### src/common/irc_consts.svh
`ifndef IRC_CONSTS_SVH
`define IRC_CONSTS_SVH

// Register indices; byte address is four times the index
`define IRC_IDX_BASE_HI       8'h60
`define IRC_IDX_BASE_LO       8'h61
`define IRC_IDX_SLOW_CLK      8'hF0
`define IRC_IDX_ROUTE_AB      8'hF4
`define IRC_IDX_ROUTE_CD      8'hF5

`define IRC_ADDR_W            10
`define IRC_DATA_W            32

// Reset values
`define IRC_RST_BASE_HI       8'h00
`define IRC_RST_BASE_LO       8'h00
`define IRC_RST_SLOW_CLK      8'h00
`define IRC_RST_ROUTE         8'h00

// Writable bits of the base registers; bit positions in the slow clock register
`define IRC_MASK_BASE_HI      8'h0F
`define IRC_MASK_BASE_LO      8'hF8
`define IRC_BIT_CLK_ABSENT    0
`define IRC_BIT_KEY_OFF       1

// Permitted window base range
`define IRC_BASE_MIN          16'h0100
`define IRC_BASE_MAX          16'h0FF8

// Slow clock presence timing
`define IRC_CLK_PERIOD_NS     25
`define IRC_SLOW_PERIOD_NS    31250
`define IRC_SLOW_TIMEOUT_CYC  ((2 * `IRC_SLOW_PERIOD_NS + `IRC_CLK_PERIOD_NS - 1) / `IRC_CLK_PERIOD_NS)
`define IRC_SLOW_CNT_W        12

`endif

### src/common/irc_pkg.sv
package irc_pkg;

   typedef enum logic [0:0] {
      IRC_BUS_IDLE = 1'b0,
      IRC_BUS_ACK  = 1'b1
   } irc_bus_state_t;

   typedef struct packed {
      logic       read;
      logic       write;
      logic [9:0] addr;
      logic [31:0] wdata;
      logic [3:0] be;
   } irc_avs_req_t;

   typedef struct packed {
      logic [3:0] hi;
      logic [3:0] lo;
   } irc_route_t;

endpackage

### src/verilog/irc_route_slot.sv
`timescale 1ns/1ps
`include "irc_consts.svh"

module irc_route_slot
   import irc_pkg::*;
(
   input  wire logic        clk_in,
   input  wire logic        rst_n_in,
   input  wire logic        int_in,
   input  wire logic [3:0]  route_in,
   output logic      [15:0] irq_vec_out
);

   logic        sync1_reg;
   logic        sync2_reg;
   logic [15:0] vec_reg;
   logic [15:0] vec_next;

   always_comb begin
      vec_next = 16'h0000;
      if (route_in != 4'h0) begin
         vec_next[route_in] = sync2_reg;
      end
   end

   always_ff @(posedge clk_in or negedge rst_n_in) begin
      if (!rst_n_in) begin
         sync1_reg <= 1'b0;
         sync2_reg <= 1'b0;
         vec_reg   <= 16'h0000;
      end else begin
         sync1_reg <= int_in;
         sync2_reg <= sync1_reg;
         vec_reg   <= vec_next;
      end
   end

   assign irq_vec_out = vec_reg;

   a_route_none_idle: assert property (@(posedge clk_in) disable iff (!rst_n_in)
      (route_in == 4'h0) |=> (vec_reg == 16'h0000))
      else $error("route code zero drove an interrupt");

   a_route_decode_hit: assert property (@(posedge clk_in) disable iff (!rst_n_in)
      (route_in != 4'h0 && sync2_reg) |=> (vec_reg == (16'h0001 << $past(route_in))))
      else $error("routed input missed its interrupt number");

endmodule

### src/verilog/irc_config_regs.sv
// Contract
// - bit0 reads 1 when slow clock absent
// - bit1 set turns off, gates key-wake logic
// - route register one high nibble routes B
// - route register one low nibble routes A
// - route register two high nibble routes D
// - route register two low nibble routes C
// - code zero none, codes 1-15 that interrupt
// - base outside range ignores its cycles
`timescale 1ns/1ps
`include "irc_consts.svh"

module irc_config_regs
   import irc_pkg::*;
(
   input  wire logic        core_clk_in,
   input  wire logic        rst_n_in,
   input  wire logic        soft_rst_in,
   input  wire logic [9:0]  avs_address_in,
   input  wire logic        avs_read_in,
   input  wire logic        avs_write_in,
   input  wire logic [31:0] avs_writedata_in,
   input  wire logic [3:0]  avs_byteenable_in,
   output logic      [31:0] avs_readdata_out,
   output logic             avs_waitrequest_out,
   input  wire logic        slow_clock_input_in,
   input  wire logic        ext_int_in_a_in,
   input  wire logic        ext_int_in_b_in,
   input  wire logic        ext_int_in_c_in,
   input  wire logic        ext_int_in_d_in,
   input  wire logic        io_cycle_in,
   input  wire logic [15:0] io_addr_in,
   output logic      [15:0] serirq_req_out,
   output logic             key_wake_logic_off_out,
   output logic             key_wake_clk_out,
   output logic             mgmt_bus_claim_out
);

   irc_avs_req_t   req;
   irc_bus_state_t bus_state_reg;
   irc_bus_state_t bus_state_next;
   logic           wait_reg;
   logic           wait_next;
   logic [31:0]    rdata_reg;
   logic [31:0]    rdata_next;
   logic [7:0]     rd_byte;
   logic           word_ok;
   logic [7:0]     idx;
   logic           wr_fire;

   logic [7:0]     base_hi_reg;
   logic [7:0]     base_hi_next;
   logic [7:0]     base_lo_reg;
   logic [7:0]     base_lo_next;
   logic           key_off_reg;
   logic           key_off_next;
   irc_route_t     route_ab_reg;
   irc_route_t     route_ab_next;
   irc_route_t     route_cd_reg;
   irc_route_t     route_cd_next;

   logic           srst_s1_reg;
   logic           srst_s2_reg;
   logic           slow_s1_reg;
   logic           slow_s2_reg;
   logic           slow_s3_reg;
   logic [11:0]    slow_cnt_reg;
   logic [11:0]    slow_cnt_next;
   logic           absent_reg;
   logic           absent_next;
   logic           key_clk_reg;
   logic           key_clk_next;

   logic [15:0]    base;
   logic           base_valid;
   logic           claim_reg;
   logic           claim_next;

   logic [15:0]    vec_a;
   logic [15:0]    vec_b;
   logic [15:0]    vec_c;
   logic [15:0]    vec_d;
   logic [15:0]    serirq_reg;
   logic [15:0]    serirq_next;

   localparam logic [11:0] SLOW_TIMEOUT = 12'(`IRC_SLOW_TIMEOUT_CYC);

   assign req = {avs_read_in, avs_write_in, avs_address_in, avs_writedata_in, avs_byteenable_in};

   assign idx     = req.addr[9:2];
   assign word_ok = (req.addr[1:0] == 2'b00);
   assign wr_fire = (bus_state_reg == IRC_BUS_ACK) && req.write && req.be[0] && word_ok;

   // Read decode; unmapped returns zero
   always_comb begin
      rd_byte = 8'h00;
      if (word_ok) begin
         case (idx)
            `IRC_IDX_BASE_HI:  rd_byte = base_hi_reg;
            `IRC_IDX_BASE_LO:  rd_byte = base_lo_reg;
            `IRC_IDX_SLOW_CLK: rd_byte = {6'h00, key_off_reg, absent_reg};
            `IRC_IDX_ROUTE_AB: rd_byte = route_ab_reg;
            `IRC_IDX_ROUTE_CD: rd_byte = route_cd_reg;
            default:           rd_byte = 8'h00;
         endcase
      end
   end

   // Bus handshake: one wait cycle, then one ack cycle
   always_comb begin
      bus_state_next = bus_state_reg;
      wait_next      = 1'b1;
      rdata_next     = rdata_reg;
      case (bus_state_reg)
         IRC_BUS_IDLE: begin
            if (req.read || req.write) begin
               bus_state_next = IRC_BUS_ACK;
               wait_next      = 1'b0;
               rdata_next     = {24'h000000, rd_byte};
            end
         end
         IRC_BUS_ACK: begin
            bus_state_next = IRC_BUS_IDLE;
         end
         default: begin
            bus_state_next = IRC_BUS_IDLE;
         end
      endcase
   end

   always_ff @(posedge core_clk_in or negedge rst_n_in) begin
      if (!rst_n_in) begin
         bus_state_reg <= IRC_BUS_IDLE;
         wait_reg      <= 1'b1;
         rdata_reg     <= 32'h00000000;
      end else begin
         bus_state_reg <= bus_state_next;
         wait_reg      <= wait_next;
         rdata_reg     <= rdata_next;
      end
   end

   // Register writes; base also clears on soft reset
   always_comb begin
      base_hi_next  = base_hi_reg;
      base_lo_next  = base_lo_reg;
      key_off_next  = key_off_reg;
      route_ab_next = route_ab_reg;
      route_cd_next = route_cd_reg;
      if (wr_fire) begin
         case (idx)
            `IRC_IDX_BASE_HI:  base_hi_next = req.wdata[7:0] & `IRC_MASK_BASE_HI;
            `IRC_IDX_BASE_LO:  base_lo_next = req.wdata[7:0] & `IRC_MASK_BASE_LO;
            `IRC_IDX_SLOW_CLK: key_off_next = req.wdata[`IRC_BIT_KEY_OFF];
            `IRC_IDX_ROUTE_AB: route_ab_next = req.wdata[7:0];
            `IRC_IDX_ROUTE_CD: route_cd_next = req.wdata[7:0];
            default: begin
            end
         endcase
      end
      if (srst_s2_reg) begin
         base_hi_next = `IRC_RST_BASE_HI;
         base_lo_next = `IRC_RST_BASE_LO;
      end
   end

   always_ff @(posedge core_clk_in or negedge rst_n_in) begin
      if (!rst_n_in) begin
         base_hi_reg  <= `IRC_RST_BASE_HI;
         base_lo_reg  <= `IRC_RST_BASE_LO;
         key_off_reg  <= 1'b0;
         route_ab_reg <= `IRC_RST_ROUTE;
         route_cd_reg <= `IRC_RST_ROUTE;
      end else begin
         base_hi_reg  <= base_hi_next;
         base_lo_reg  <= base_lo_next;
         key_off_reg  <= key_off_next;
         route_ab_reg <= route_ab_next;
         route_cd_reg <= route_cd_next;
      end
   end

   // Slow clock presence: absent after two periods without an edge
   always_comb begin
      slow_cnt_next = slow_cnt_reg;
      absent_next   = absent_reg;
      if (slow_s2_reg != slow_s3_reg) begin
         slow_cnt_next = 12'h000;
         absent_next   = 1'b0;
      end else if (slow_cnt_reg >= SLOW_TIMEOUT) begin
         absent_next   = 1'b1;
      end else begin
         slow_cnt_next = slow_cnt_reg + 12'h001;
      end
   end

   always_ff @(posedge core_clk_in or negedge rst_n_in) begin
      if (!rst_n_in) begin
         srst_s1_reg  <= 1'b0;
         srst_s2_reg  <= 1'b0;
         slow_s1_reg  <= 1'b0;
         slow_s2_reg  <= 1'b0;
         slow_s3_reg  <= 1'b0;
         slow_cnt_reg <= 12'h000;
         absent_reg   <= 1'b0;
         key_clk_reg  <= 1'b0;
      end else begin
         srst_s1_reg  <= soft_rst_in;
         srst_s2_reg  <= srst_s1_reg;
         slow_s1_reg  <= slow_clock_input_in;
         slow_s2_reg  <= slow_s1_reg;
         slow_s3_reg  <= slow_s2_reg;
         slow_cnt_reg <= slow_cnt_next;
         absent_reg   <= absent_next;
         key_clk_reg  <= key_clk_next;
      end
   end

   assign key_clk_next = slow_s2_reg & ~key_off_reg;

   // Management bus window decode
   assign base       = {4'h0, base_hi_reg[3:0], base_lo_reg[7:3], 3'b000};
   assign base_valid = (base >= `IRC_BASE_MIN) && (base <= `IRC_BASE_MAX);
   assign claim_next = io_cycle_in && base_valid && (io_addr_in[15:3] == base[15:3]);

   irc_route_slot u_slot_a (
      .clk_in      (core_clk_in),
      .rst_n_in    (rst_n_in),
      .int_in      (ext_int_in_a_in),
      .route_in    (route_ab_reg.lo),
      .irq_vec_out (vec_a)
   );

   irc_route_slot u_slot_b (
      .clk_in      (core_clk_in),
      .rst_n_in    (rst_n_in),
      .int_in      (ext_int_in_b_in),
      .route_in    (route_ab_reg.hi),
      .irq_vec_out (vec_b)
   );

   irc_route_slot u_slot_c (
      .clk_in      (core_clk_in),
      .rst_n_in    (rst_n_in),
      .int_in      (ext_int_in_c_in),
      .route_in    (route_cd_reg.lo),
      .irq_vec_out (vec_c)
   );

   irc_route_slot u_slot_d (
      .clk_in      (core_clk_in),
      .rst_n_in    (rst_n_in),
      .int_in      (ext_int_in_d_in),
      .route_in    (route_cd_reg.hi),
      .irq_vec_out (vec_d)
   );

   assign serirq_next = vec_a | vec_b | vec_c | vec_d;

   always_ff @(posedge core_clk_in or negedge rst_n_in) begin
      if (!rst_n_in) begin
         serirq_reg <= 16'h0000;
         claim_reg  <= 1'b0;
      end else begin
         serirq_reg <= serirq_next;
         claim_reg  <= claim_next;
      end
   end

   assign avs_readdata_out       = rdata_reg;
   assign avs_waitrequest_out    = wait_reg;
   assign serirq_req_out         = serirq_reg;
   assign key_wake_logic_off_out = key_off_reg;
   assign key_wake_clk_out       = key_clk_reg;
   assign mgmt_bus_claim_out     = claim_reg;

   a_absent_after_timeout: assert property (@(posedge core_clk_in) disable iff (!rst_n_in)
      (slow_cnt_reg >= SLOW_TIMEOUT && slow_s2_reg == slow_s3_reg) |=> absent_reg)
      else $error("slow clock absence not flagged");

   a_present_on_edge: assert property (@(posedge core_clk_in) disable iff (!rst_n_in)
      (slow_s2_reg != slow_s3_reg) |=> !absent_reg)
      else $error("slow clock edge did not clear absence");

   a_key_clock_gated: assert property (@(posedge core_clk_in) disable iff (!rst_n_in)
      $past(key_off_reg) |-> !key_clk_reg)
      else $error("key wake clock ran while logic off");

   a_base_hi_fixed: assert property (@(posedge core_clk_in) disable iff (!rst_n_in)
      base_hi_reg[7:4] == 4'h0)
      else $error("base high fixed bits not zero");

   a_base_lo_fixed: assert property (@(posedge core_clk_in) disable iff (!rst_n_in)
      base_lo_reg[2:0] == 3'b000)
      else $error("base low fixed bits not zero");

   a_read_upper_zero: assert property (@(posedge core_clk_in) disable iff (!rst_n_in)
      (!avs_waitrequest_out && $past(idx) == `IRC_IDX_SLOW_CLK) |-> (avs_readdata_out[31:2] == 30'h0))
      else $error("reserved bits read nonzero");

   a_claim_in_range: assert property (@(posedge core_clk_in) disable iff (!rst_n_in)
      claim_reg |-> $past(base_valid))
      else $error("cycle claimed with base out of range");

   a_claim_window: assert property (@(posedge core_clk_in) disable iff (!rst_n_in)
      claim_reg |-> ($past(io_addr_in[15:3]) == $past(base[15:3])))
      else $error("cycle claimed outside window");

   a_route_b_drive: assert property (@(posedge core_clk_in) disable iff (!rst_n_in)
      (route_ab_reg.hi != 4'h0 && vec_b[route_ab_reg.hi]) |=> serirq_reg[$past(route_ab_reg.hi)])
      else $error("input B not driven to its interrupt");

   a_wait_one_ack: assert property (@(posedge core_clk_in) disable iff (!rst_n_in)
      !avs_waitrequest_out |=> avs_waitrequest_out)
      else $error("waitrequest low for more than one cycle");

endmodule

### config.mk
export PLATFORM = sky130hd
export DESIGN_NAME = irc_config_regs
export DESIGN_NICKNAME = d
export VERILOG_FILES = /design/src/common/irc_pkg.sv /design/src/verilog/irc_route_slot.sv /design/src/verilog/irc_config_regs.sv
export VERILOG_INCLUDE_DIRS = /design/src /design/src/common
export SDC_FILE = /design/constraint.sdc
export NUM_CORES = 1
export LEC_CHECK = 0
export ABC_AREA = 1
export BUFFER_PORTS_ARGS = -buffer_cell sky130_fd_sc_hd__buf_4
export CORE_UTILIZATION = 40
export DETAILED_ROUTE_END_ITERATION = 10
export SETUP_SLACK_MARGIN = 0.1
export SYNTH_ARGS = -nofsm -noshare
export SYNTH_HDL_FRONTEND = slang
export SYNTH_SLANG_ARGS = --single-unit
### constraint.sdc
create_clock -name core_clk_in -period 3.45 [get_ports core_clk_in]
set_input_delay 0 -clock core_clk_in [delete_from_list [all_inputs] [get_ports core_clk_in]]
set_output_delay 0 -clock core_clk_in [all_outputs]
set_load 0.01 [all_outputs]
; ---- Word level (Yosys, flattened, before mapping)
; Cells that the tools add are included.
[classes]
n_addsub = 1
multipliers = 0
n_div = 0
order_cmp = 11
eq_ne = 8
shift = 0
mux = 28
bitwise = 10
reduce_logical = 26
[ops]
columns = operator, count
row1 = $and 16x16->16, 4
row2 = $mux 16, 4
row3 = $mux 8, 7
row4 = $or 16x16->16, 3
row5 = $pmux 8 s5, 1
row6 = $eq 8x8->1 const B, 3
row7 = $mux 12, 2
row8 = $lt 4x5->1 const B, 4
row9 = $demux 1 s4, 4
row10 = $eq 8x7->1 const B, 2
row11 = $ge 4x1->1 const B, 4
row12 = $reduce_bool 4->1, 4
row13 = $eq 13x9->1, 1
row14 = $add 12x1->12 const B, 1
row15 = $ge 12x12->1 const B, 1
row16 = $ge 12x9->1 const B, 1
row17 = $le 12x12->1 const B, 1
row18 = $reduce_and 2->1, 6
row19 = $logic_and 1x1->1, 10
row20 = $mux 1, 9
row21 = $reduce_bool 2->1, 4
row22 = $logic_not 2->1, 1
row23 = $ne 2x2->1 const B, 1
row24 = $not 1->1, 2
row25 = other kinds (4), 4
[totals]
ff_bits = 151
latchBits = 0
mem_bits_rw = 0
mem_bits_ro = 0
input_bits = 73
output_inout_bits = 52
wordCells = 116
n_memories = 0

; ---- Longest topological paths before layout
; Gate-level depths: netlist of the first run.
[logic_depth]
word_depth = 6
ltp_mapped = 9
mapped_depth_nobuf = 9

; ---- Modules after synthesis
; From an unflattened synthesis of the first run, not the netlist that was laid out.
[hier_totals]
hier_cells = 591
hier_area_um2 = 5864.4
[by_module_without_submodules]
columns = mod, instances, cells_per_inst, area_each_um2, seq_area_each_um2
row1 = irc_config_regs, 1, 403, 3612.2, 1803.0
row2 = irc_route_slot, 4, 47, 563.0, 450.4

; ---- Least setup slack after synthesis of the first run
; OpenSTA, ideal clock, no wires.
[synth_path]
path_type = register -> register
from = register slow_cnt_reg[0]
to = register slow_cnt_reg[8]
setup_time_ns = 0.126
t_arrival_ns = 1.027
required_ns = 3.324
setup_slack_ns = 2.297
path_stages_with_launch = 7
n_path_buf = 0
synth_period_minus_slack_ns = 1.153
path_cell_list = dfrtp_1 > ha_1 > nand3_1 > inv_1 > nand4_1 > nand4_1 > o21ai_0
[synth_via]
elab_chain_len = 3
elab_cells_between_ends = 5
cone_classes = add/sub (1) / order compare (1) / eq/ne (1) / mux (2)
[synth_lines]
columns = item, line_no
row1 = "start, declared", irc_config_regs.sv:67  ; logic [11:0] slow_cnt_reg;
row2 = "start signal, assigned", irc_config_regs.sv:213  ; slow_cnt_reg <= slow_cnt_next;
row3 = $add 12x1->12, irc_config_regs.sv:193  ; slow_cnt_next = slow_cnt_reg + 12'h001;
row4 = $mux 12, irc_config_regs.sv:190  ; end else if (slow_cnt_reg >= SLOW_TIMEOUT) begin
row5 = $mux 12, irc_config_regs.sv:187  ; if (slow_s2_reg != slow_s3_reg) begin
; Parallel ways exist; a longest one is shown, timed or not. The select of a mux whose other input is x is not followed.
; A chain may end at the register's enable or synchronous reset.

; ---- Worst setup path in the final report of the first run
[layout_path]
from = input io_addr_in[15]
to = register claim_reg, in the netlist mgmt_bus_claim_out
[layout_via]
elab_chain_len = 2
[layout_lines]
columns = item, line_no
row1 = "start, declared", irc_config_regs.sv:32  ; input wire logic [15:0] io_addr_in,
row2 = $eq 13x9->1, irc_config_regs.sv:224  ; assign claim_next = io_cycle_in && base_valid && (io_addr_in[15:3] == base[15:3]);
row3 = $logic_and 1x1->1, irc_config_regs.sv:224
row4 = named net claim_next, irc_config_regs.sv:77  ; logic claim_next;
row5 = "end signal, assigned", irc_config_regs.sv:266  ; claim_reg <= claim_next;
row6 = "end, declared", irc_config_regs.sv:76  ; logic claim_reg;
; The timed path passes the listed nets, and every way through them passes these cells.

==> flow_metrics.env, run 1 <==
export IMPL_cts_buffer_depth=2
export IMPL_setup_slack_ns=1.134
export IMPL_fin_crit_sh=0.6712
export IMPL_avgViaCountPerCell=4.739
export IMPL_p_leak_nw=3.801
export IMPL_rows=44
export IMPL_syn_cell_area_um2=6016
export IMPL_diodes=0
export IMPL_postCtsSetupBuffers=0
export IMPL_clockPowerShare=0.470
export IMPL_cp_max_fo=1
export IMPL_area_growth_pct=24.67
export IMPL_wl_um=12890
export IMPL_post_place_ws_ns=2.010
export IMPL_dp_hpwl_um=9100
export IMPL_cts_sinks=144
export IMPL_via_count=4360
export IMPL_grt_max_degree=110
export IMPL_die_width_um=124.6
export IMPL_async_flop_share=1.000
export IMPL_intPower_mw=2.749
export IMPL_htreeDepth=4
export IMPL_insertion_delay_ns=0.42
export IMPL_status="finished clean"
export IMPL_start_util=0.4123
export IMPL_crit_arrival_ns=2.67
export IMPL_seq_area_um2=3605
export IMPL_relSlewSlack=0.3390
export IMPL_die_area_um2=15530
export IMPL_seq_power_share=0.474
export IMPL_worstRegToRegCells=6
export IMPL_cts_resized=0
export IMPL_drc=0
export IMPL_cp_endpoint="mgmt_bus_claim_out"
export IMPL_holdBufCountCts=28
export IMPL_grt_pass1_vias=4198
export IMPL_max_cap_viol_count=0
export IMPL_cts_root_buf="clkbuf_16"
export IMPL_multi_input_area_um2=2066
export IMPL_grt_usage=0.1772
export IMPL_clock_skew_ns=0.005224
export IMPL_cp_startpoint="io_addr_in[15]"
export IMPL_postSynthCellCount=606
export IMPL_max_freq_ghz=0.4318
export IMPL_drt_iter0_markers=278
export IMPL_r2r_start="base_hi_reg[2]"
export IMPL_tns_ns=0
export IMPL_overflow=0
export IMPL_synth_seq_area_share=0.5992
export IMPL_avgSynthCellArea_um2=9.927
export IMPL_start_kind="primary input"
export IMPL_timing_final_crit_period_ns=2.316
export IMPL_power_density_nw_per_um2=485.8
export IMPL_yosysWarnings=0
export IMPL_ys_types=38
export IMPL_drt_pre_antenna_iters=4
export IMPL_fillers=1335
export IMPL_endpoint_kind="flop"
export IMPL_die_y_um=124.6
export IMPL_synth_edf_count=0
export IMPL_ir_drop_uv=325.4
export IMPL_cts_clk_slew_worst_paths_ns=0.06
export IMPL_rsz0062_at_grt="false"
export IMPL_routedWlPerCell_um=14.01
export IMPL_final_setup_viol_count=0
export IMPL_reg2reg_to="mgmt_bus_claim_out"
export IMPL_final_antenna_net_count=0
export IMPL_slew_viol_final=0
export IMPL_hold_violations=0
export IMPL_drive_gt1_frac=0.2147
export IMPL_num_io_pins=125
export IMPL_port_buffers=70
export IMPL_p_sw_frac=0.2455
export IMPL_synth_flop_cell="dfrtp_1"
export IMPL_cts_tree="built"
export IMPL_grt_pass1_wl_um=21110
export IMPL_p_comb_frac=0.056
export IMPL_finalWeightedCongestion=0.8352
export IMPL_core_um2=14590
export IMPL_hold_class="primary input to flop"
export IMPL_ys_ff_latch=144
export IMPL_worstPathRequired_ns=3.81
export IMPL_antenna_found_initial=0
export IMPL_cts_made_buffers=17
export IMPL_rrSetupSlack_ns=1.34
export IMPL_worst_pin_slew_ns=0.9914
export IMPL_fin_nets=798
export IMPL_switchingPower_uw=894.5
export IMPL_critPathKind="primary input to flop"
metal layers:
layer,GRT usage,share of wire,vias to the layer above
met5,0,0,-
li1,-,-,2158
met2,0.2866,0.50,107
met3,0.04725,0.042,15
met4,0.06662,0.015,0
met1,0.2272,0.44,2080
cells in the mapped netlist, drive strengths merged, types with 2 or more instances:
| master | number | area share |
|---|---|---|
| xnor2 | 3 | 0.0044 |
| clkinv | 2 | 0.0017 |
| ha | 2 | 0.0042 |
| or4 | 16 | 0.020 |
| dfrtp | 143 | 0.59 |
| o22ai | 2 | 0.0021 |
| nor3 | 11 | 0.010 |
| a21oi | 3 | 0.0025 |
| o21ai | 31 | 0.036 |
| buf | 30 | 0.040 |
| nand2 | 124 | 0.082 |
| nand4 | 10 | 0.013 |
| o21bai | 2 | 0.0031 |
| inv | 53 | 0.033 |
| nor2 | 96 | 0.073 |
| nand3 | 71 | 0.068 |
logic make-up (layout without fill, tap and decap cells):
family / Yosys count / count (layout) / synth area share
AND/OR/NAND/NOR: 328 / 328 / 0.2664
other: 1 / 28 / 0.0006234
adder cells (fa/ha/maj): 2 / 2 / 0.004159
flip-flops: 144 / 144 / 0.5992
AO/OA/AOI/OAI: 42 / 42 / 0.04950
XOR/XNOR: 4 / 4 / 0.005825
buffers and inverters: 85 / 188 / 0.07425
cell usage in the layout (no fill, tap or decap), types with 2 or more instances in the layout:
master and count:
nor2_4 4, inv_2 3, nor2_8 3, conb_1 28
nand4_1 9, nand3_1 65, nand3_2 3, or4_1 16
o21ai_2 17, inv_1 50, nor2_1 88, ha_1 2
nand2_2 12, clkinv_2 2, a21oi_1 3, inv_6 7
dlygate4sd3_1 28, dfrtp_1 143, clkbuf_16 17, nor3_1 10
o21ai_0 12, o22ai_1 2, o21ai_1 2, buf_4 72
nand2_1 112, clkinvlp_4 5, nand3_4 3, xnor2_1 3
stage by stage:
step / hold WS [ns] / power [mW] / util / std cells / cell area (um^2)
after floorplan: -0.2956 / 1.861 / - / 633 / 6117
after global placement: 0.1096 / 1.938 / 0.4566 / 860 / 6661
after detailed placement: 0.1106 / 1.943 / 0.4566 / 860 / 6661
after CTS: 0.01938 / 3.680 / 0.5141 / 920 / 7500
after global routing: 0.06018 / 3.792 / 0.5141 / 920 / 7500
final: 0.02734 / 3.644 / 0.5141 / 920 / 7500
critical path, stage by stage:
cell and delay, ns:
dlygate4sd3_1 0.54, buf_4 0.13, nor3_1 0.13, dlygate4sd3_1 0.58, nand4_1 0.08, dlygate4sd3_1 0.56
nor2_1 0.09, dlygate4sd3_1 0.56
cell type report:
| cell class | count | share of cell area |
|---|---|---|
| sequential | 144 | 0.4806 |
| clock inverter | 14 | 0.01585 |
| multi-input combinational | 404 | 0.2754 |
| clock buffer | 18 | 0.05856 |
| tap | 184 | 0.03070 |
| timing repair buffer | 101 | 0.1109 |
| inverter | 55 | 0.02786 |
power groups by stage:
stage	Combinational, mW	Sequential, mW	Clock [mW]
final	0.203	1.73	1.71
after global routing	0.229	1.73	1.83
after CTS	0.206	1.73	1.75
after detailed placement	0.184	1.76	0
after global placement	0.180	1.76	0
after floorplan	0.104	1.76	0
worst min-delay path by stage:
stage / start / to / slack (ns) / cells past startpoint
2_1_floorplan: rst_n_in / absent_reg / -0.30 / 0
3_3_place_gp: slow_clock_input_in / slow_s1_reg / 0.11 / 1
3_5_place_dp: ext_int_in_a_in / u_slot_a.sync1_reg / 0.11 / 1
4_1_cts: avs_address_in[2] / base_lo_reg[5] / 0.02 / 5
5_1_grt: avs_address_in[2] / base_lo_reg[5] / 0.06 / 5
6_report: avs_address_in[2] / base_lo_reg[5] / 0.03 / 5
Note: power is estimated with default switching activity, not from simulation.
==> run 2: changes to the inputs <==
--- a/config.mk
+++ b/config.mk
@@ -6,7 +6,7 @@
 export SDC_FILE = /design/constraint.sdc
 export NUM_CORES = 1
 export LEC_CHECK = 0
-export ABC_AREA = 1
+export ABC_AREA = 0
 export BUFFER_PORTS_ARGS = -buffer_cell sky130_fd_sc_hd__buf_4
 export CORE_UTILIZATION = 40
 export DETAILED_ROUTE_END_ITERATION = 10
==> constraint.sdc (replaced) <==
create_clock -name core_clk_in -period 2.2 [get_ports core_clk_in]
set_input_delay 0 -clock core_clk_in [delete_from_list [all_inputs] [get_ports core_clk_in]]
set_output_delay 0 -clock core_clk_in [all_outputs]
set_load 0.01 [all_outputs]
==> run 2 against run 1 <==
Compared with the run above:
- clock power is 71% higher
- critical path type is now flop to flop
- final area is 5.2% lower
- sequential share of layout area is 2.6 points higher
- non-clock buffer count is 8 lower
- largest cell class unchanged
- power is 63% higher
- setup slack worse by 0.82 ns
- die area is 6.1% lower
- critical path depth is 3 lower
==> flow_metrics.env, run 2 <==
export IMPL_avgSynthCellArea_um2=12.06
export IMPL_synth_compound_area_share=0.04965
export IMPL_final_common_cell="dfrtp_1"
export IMPL_die_y_um=120.8
export IMPL_syn_cell_area_um2=5645
export IMPL_post_place_ws_ns=0.3646
export IMPL_grt_pass1_vias=3775
export IMPL_synth_flop_cell="dfrtp_1"
export IMPL_path_cells="nand2b_1 > nand4b_1 > dlygate4sd3_1 > nor3_1 > dlygate4sd3_1"
export IMPL_drc=0
export IMPL_slew_viol_final=0
export IMPL_routedWlPerCell_um=15.51
export IMPL_synth_most_common_cell="dfrtp_1"
export IMPL_synth_area_leaders="dfrtp_1 (63%), nor2_1 (4.6%), buf_4 (3.6%)"
export IMPL_synth_xor_area_share=0.02017
export IMPL_relSlewSlack=0.5532
export IMPL_cts_clk_slew_worst_paths_ns=0.06
export IMPL_htreeDepth=4
export IMPL_synth_edf_count=0
export IMPL_wl_um=11880
export IMPL_core_um2=13830
export IMPL_cts_resized=0
export IMPL_setup_slack_ns=0.3155
export IMPL_cts_sinks=144
export IMPL_synthTopCellsByCount="dfrtp_1 (143), nor2_1 (69), buf_4 (27)"
export IMPL_synth_top_family_by_area="simple AND/OR/NAND/NOR gates"
export IMPL_postCtsSetupBuffers=0
export IMPL_yosysWarnings=0
export IMPL_synth_top_cell_area_share=0.6339
export IMPL_layout_cells_non_filler=766
export IMPL_start_kind="flop"
export IMPL_hold_class="primary input to flop"
export IMPL_ir_drop_uv=410.7
export IMPL_cts_root_buf="clkbuf_16"
export IMPL_status="finished clean"
export IMPL_async_flop_share=1.000
export IMPL_insertion_delay_ns=0.42
export IMPL_die_area_um2=14590
export IMPL_ys_types=50
export IMPL_synth_seq_area_share=0.6385
export IMPL_hold_violations=0
export IMPL_switchingPower_mw=1.262
export IMPL_p_comb_frac=0.048
export IMPL_max_cap_viol_count=0
export IMPL_clockPowerShare=0.494
export IMPL_num_io_pins=125
export IMPL_antenna_found_initial=0
export IMPL_power_density_nw_per_um2=834.7
export IMPL_avgViaCountPerCell=4.970
export IMPL_max_stage_delay_ns=0.57
export IMPL_final_cell_mix="dfrtp_1 (143), buf_4 (71), nor2_1 (69)"
export IMPL_cp_max_fo=4
export IMPL_die_width_um=120.8
export IMPL_overflow=0
export IMPL_grt_pass1_wl_um=19590
export IMPL_port_buffers=70
export IMPL_cts_tree="built"
export IMPL_grt_usage=0.1806
export IMPL_cts_made_buffers=17
export IMPL_finalWeightedCongestion=0.8443
export IMPL_worstPathRequired_ns=2.56
export IMPL_synth_mux_area_frac=0.05873
export IMPL_dp_cells=714
export IMPL_rows=43
export IMPL_endpoint_kind="flop"
export IMPL_cp_common_cell="dlygate4sd3_1"
export IMPL_critPathKind="flop to flop"
export IMPL_synth_simple_area_share=0.1824
export IMPL_holdBufCountCts=20
export IMPL_cts_buffer_depth=2
export IMPL_seq_power_share=0.458
export IMPL_clock_skew_ns=0.007454
export IMPL_grt_max_degree=81
export IMPL_final_setup_viol_count=0
export IMPL_drt_pre_antenna_iters=5
export IMPL_fin_nets=648
export IMPL_rsz0062_at_grt="false"
export IMPL_dp_hpwl_um=8213
export IMPL_diodes=0
export IMPL_max_freq_ghz=0.5306
export IMPL_timing_final_crit_period_ns=1.884
export IMPL_synth_largest_area_cell="dfrtp_1"
export IMPL_worst_pin_slew_ns=0.6689
export IMPL_slowest_stage="dlygate4sd3_1"
export IMPL_start_util=0.4083
export IMPL_drive_gt1_frac=0.2116
export IMPL_p_leak_nw=3.437
export IMPL_final_antenna_net_count=0
export IMPL_drt_iter0_markers=160
export IMPL_postSynthCellCount=468
export IMPL_tns_ns=0
export IMPL_intPower_mw=4.673
export IMPL_crit_arrival_ns=2.25
export IMPL_synthAdderAreaFrac=0.004433
export IMPL_fin_crit_sh=0.8566
export IMPL_area_growth_pct=25.95
export IMPL_ys_ff_latch=144
export IMPL_via_count=3807
export IMPL_p_sw_frac=0.2127
[run 2: kinds of logic after synthesis]
logic type                 after synthesis
xor gates and xnor gates                13
muxes                                   31
adders and majority gates                2
buffers and inverters                   40
other                                    1
AOI/OAI and AO/OA                       47
DFF                                    144
and+or+nand+nor                        190
[run 2: per-layer routing]
| layer | vias up | part of all wire | global-route usage |
|---|---|---|---|
| met5 | - | 0 | 0 |
| met4 | 0 | 0.022 | 0.07948 |
| met3 | 18 | 0.042 | 0.04953 |
| met2 | 120 | 0.50 | 0.2881 |
| met1 | 1879 | 0.44 | 0.2303 |
| li1 | 1790 | - | - |
[run 2: path summary, 6_finish.rpt]
kind | slack, ns | startpoint | cells after the start | endpoint
worst max-delay path | 0.32 | base_hi_reg[3] | 5 | mgmt_bus_claim_out
worst min-delay path | 0.03 | avs_address_in[9] | 4 | avs_readdata_out[6]
worst max register to register | 0.32 | base_hi_reg[3] | 5 | mgmt_bus_claim_out
worst min register to register | 0.35 | srst_s1_reg | 0 | srst_s2_reg
max in group asynchronous | 1.42 | rst_n_in | 3 | route_ab_reg[7]
min in group asynchronous | 0.06 | rst_n_in | 2 | u_slot_a.irq_vec_out[7]
[run 2: area by class of cell]
cell class,instances,area (um^2)
multi-input cells,311,1886
clock buffers,22,474.2
repair buffers,93,764.5
fillers,1211,6716
clock inverters,10,133.9
inverters,6,22.52
flip-flops and latches,144,3605
well taps,180,225.2
[run 2: power by group through the flow]
stage / Sequential, mW / Combinational [mW] / Clock, mW
floorplan: 2.75 / 0.146 / 0
global placement: 2.76 / 0.258 / 0
detailed placement: 2.76 / 0.263 / 0
CTS: 2.72 / 0.292 / 2.98
global route: 2.72 / 0.322 / 3.11
finish: 2.72 / 0.286 / 2.93
[run 2: stage by stage]
stage / power [mW] / instance area, um^2 / util / hold slack, ns
detailed placement: 3.027 / 6302 / 0.4558 / -0.06619
global route: 6.153 / 7111 / 0.5143 / 0.02684
finish: 5.935 / 7111 / 0.5143 / 0.02661
global placement: 3.021 / 6302 / 0.4558 / -0.07453
floorplan: 2.898 / 5747 / - / -0.2956
CTS: 5.986 / 7111 / 0.5143 / 0.006537
[run 2: critical path: cells and delay by family (launching register included)]
kind / cells / cell delay [ns]
and+or+nand+nor: 3 / 0.29
DFF: 1 / 0.41
buffers and inverters: 2 / 1.13
==> run 3: changes to the inputs <==
--- a/config.mk
+++ b/config.mk
@@ -8,9 +8,11 @@
 export LEC_CHECK = 0
 export ABC_AREA = 0
 export BUFFER_PORTS_ARGS = -buffer_cell sky130_fd_sc_hd__buf_4
-export CORE_UTILIZATION = 40
+export CORE_UTILIZATION = 58
 export DETAILED_ROUTE_END_ITERATION = 10
+export PLACE_DENSITY = 0.84
 export SETUP_SLACK_MARGIN = 0.1
 export SYNTH_ARGS = -nofsm -noshare
 export SYNTH_HDL_FRONTEND = slang
+export SYNTH_HIERARCHICAL = 1
 export SYNTH_SLANG_ARGS = --single-unit
==> constraint.sdc (replaced) <==
create_clock -name core_clk_in -period 2.4 [get_ports core_clk_in]
set_input_delay 0 -clock core_clk_in [delete_from_list [all_inputs] [get_ports core_clk_in]]
set_output_delay 0 -clock core_clk_in [all_outputs]
set_load 0.01 [all_outputs]
==> run 3 against run 2 <==
Compared with the run above:
- die area shrank 29%
- combinational power shrank 3%
- final area grew 1.3%
- critical path type unchanged
- sequential share of layout area shrank 0.64 points
- via count grew 7.9%
- sequential power shrank 8.5%
- global-route usage grew 10 points
- clock skew is essentially flat
- setup slack gained 0.19 ns
- largest cell class unchanged
- utilization grew 25 points
- first-iteration DRC count grew 89%
- register-to-register slack gained 0.19 ns
==> flow_metrics.env, run 3 <==
export IMPL_cp_max_fo=10
export IMPL_status="finished clean"
export IMPL_dpl_instance_area_um2=6356
export IMPL_ys_ff_latch=144
export IMPL_grt_pass1_wl_um=21120
export IMPL_cts_tree="built"
export IMPL_relSlewSlack=0.5069
export IMPL_overflow=0
export IMPL_whs_ns=0.05845
export IMPL_tns_ns=0
export IMPL_setup_slack_ns=0.5101
export IMPL_cts_root_buf="clkbuf_8"
export IMPL_synth_seq_area_share=0.6263
export IMPL_grt_max_degree=84
export IMPL_synth_edf_count=0
export IMPL_htreeDepth=4
export IMPL_clock_skew_ns=0.007151
export IMPL_drive_gt1_frac=0.2034
export IMPL_cts_buffer_depth=2
export IMPL_drt_pre_antenna_iters=5
export IMPL_worstRegToRegCells=5
export IMPL_area_growth_pct=25.13
export IMPL_p_total_mw=5.438
export IMPL_final_cell_mix="dfrtp_1 (143), buf_4 (74), nor2_1 (66)"
export IMPL_async_flop_share=1.000
export IMPL_ir_drop_uv=509.8
export IMPL_insertion_delay_ns=0.53
export IMPL_slew_viol_final=0
export IMPL_avgViaCountPerCell=5.673
export IMPL_post_place_ws_ns=0.6411
export IMPL_dp_cells=668
export IMPL_min_to="avs_readdata_out[1]"
export IMPL_synth_largest_area_cell="dfrtp_1"
export IMPL_postSynthCellCount=474
export IMPL_fin_nets=657
export IMPL_worst_pin_slew_ns=0.7396
export IMPL_max_freq_ghz=0.5291
export IMPL_fin_area_um2=7202
export IMPL_die_y_um=101.6
export IMPL_synthTopCellsByCount="dfrtp_1 (143), nor2_1 (66), nand2b_1 (26)"
export IMPL_cp_startpoint="bus_state_reg"
export IMPL_hold_violations=0
export IMPL_rows=35
export IMPL_routedWlPerCell_um=17.99
export IMPL_power_density_nw_per_um2=755.0
export IMPL_seq_area_um2=3605
export IMPL_via_count=4107
export IMPL_ys_types=50
export IMPL_reg2reg_to="avs_readdata_out[4]"
export IMPL_synth_area_leaders="dfrtp_1 (62%), nor2_1 (4.3%), buf_4 (3.3%)"
export IMPL_hold_start="avs_address_in[7]"
export IMPL_grt_usage=0.2804
export IMPL_synth_flop_cell="dfrtp_1"
export IMPL_hold_class="primary input to flop"
export IMPL_final_common_cell="dfrtp_1"
export IMPL_r2r_start="bus_state_reg"
export IMPL_grt_pass1_vias=4206
export IMPL_p_leak_nw=3.467
export IMPL_worstPathRequired_ns=2.82
export IMPL_start_kind="flop"
export IMPL_wl_um=13030
export IMPL_rsz0062_at_grt="false"
export IMPL_cts_made_buffers=17
export IMPL_fillers=555
export IMPL_cts_sinks=144
export IMPL_synth_most_common_cell="dfrtp_1"
export IMPL_core_um2=9415
export IMPL_endpoint_kind="flop"
export IMPL_layout_cells_non_filler=724
export IMPL_die_width_um=101.6
export IMPL_max_cap_viol_count=0
export IMPL_critPathKind="flop to flop"
export IMPL_cts_clk_slew_worst_paths_ns=0.07
export IMPL_fin_util=0.7649
export IMPL_finalWeightedCongestion=0.8539
export IMPL_antenna_found_initial=0
export IMPL_die_area_um2=10330
export IMPL_fin_crit_sh=0.7875
export IMPL_synth_top_cell_area_share=0.6217
export IMPL_multi_input_area_um2=1981
export IMPL_hold_depth=4
export IMPL_syn_cell_area_um2=5756
export IMPL_final_setup_viol_count=0
export IMPL_final_antenna_net_count=0
export IMPL_timing_final_crit_period_ns=1.890
export IMPL_dp_hpwl_um=8022
export IMPL_postCtsSetupBuffers=0
export IMPL_drt_iter0_markers=303
export IMPL_drc=0
export IMPL_port_buffers=70
export IMPL_start_util=0.6113
export IMPL_yosysWarnings=6
export IMPL_rrSetupSlack_ns=0.51
export IMPL_avgSynthCellArea_um2=12.14
export IMPL_num_io_pins=125
export IMPL_diodes=0
export IMPL_crit_arrival_ns=2.31
-- run 3: power by group --
part           internal [mW]  switching, mW  leakage [nW]
registers               2.46         0.0279          1.96
logic                  0.120          0.157          1.21
clock network           1.63           1.04         0.297
-- run 3: worst max-delay path: stages, from the launching register on --
cell and delay [ns]:
dfrtp_1 0.35, o21bai_1 0.12, buf_4 0.18, dlygate4sd3_1 0.84, nand2_1 0.10, a32oi_1 0.19
-- run 3: routing by layer --
metal  part of all wire  up-vias  track usage
met4              0.022        0       0.1115
met2               0.52      191       0.4777
met5                  0        -            0
met1               0.40     2072       0.3403
met3              0.058       30      0.07660
li1                   -     1814            -
-- run 3: worst max-delay path by stage --
stage / slack (ns) / to / depth (start not counted)
floorplan: 0.89 / slow_cnt_reg[8] / 4
global placement: 0.72 / route_ab_reg[5] / 5
detailed placement: 0.64 / route_ab_reg[7] / 5
CTS: 0.52 / mgmt_bus_claim_out / 5
global route: 0.42 / mgmt_bus_claim_out / 5
finish: 0.51 / avs_readdata_out[4] / 5
-- run 3: cells by family (layout without fill, tap and decap cells) --
family,count (synthesis),after routing,share of synthesized area
adder cells (fa/ha/maj),2,2,0.004347
multiplexers,30,30,0.05631
AO/OA/AOI/OAI,34,34,0.04696
XOR/XNOR,17,17,0.02587
buffers and inverters,40,138,0.04456
AND/OR/NAND/NOR,202,202,0.1924
flip-flops,144,144,0.6263
other,5,28,0.003261
-- run 3: area by class of cell --
cell class / count / area share
Clock buffer: 18 / 0.05942
Clock inverter: 14 / 0.02467
Timing Repair Buffer: 100 / 0.1148
Multi-Input combinational cell: 313 / 0.2750
Inverter: 6 / 0.003127
Tap cell: 129 / 0.02241
Sequential cell: 144 / 0.5005
-- run 3: repair_timing --
action                                  in CTS  in global routing
endpoints found under the setup margin       0                  0
hold endpoints to repair                   124                  0
resized for setup                            0                  0
hold buffers                                24                  0
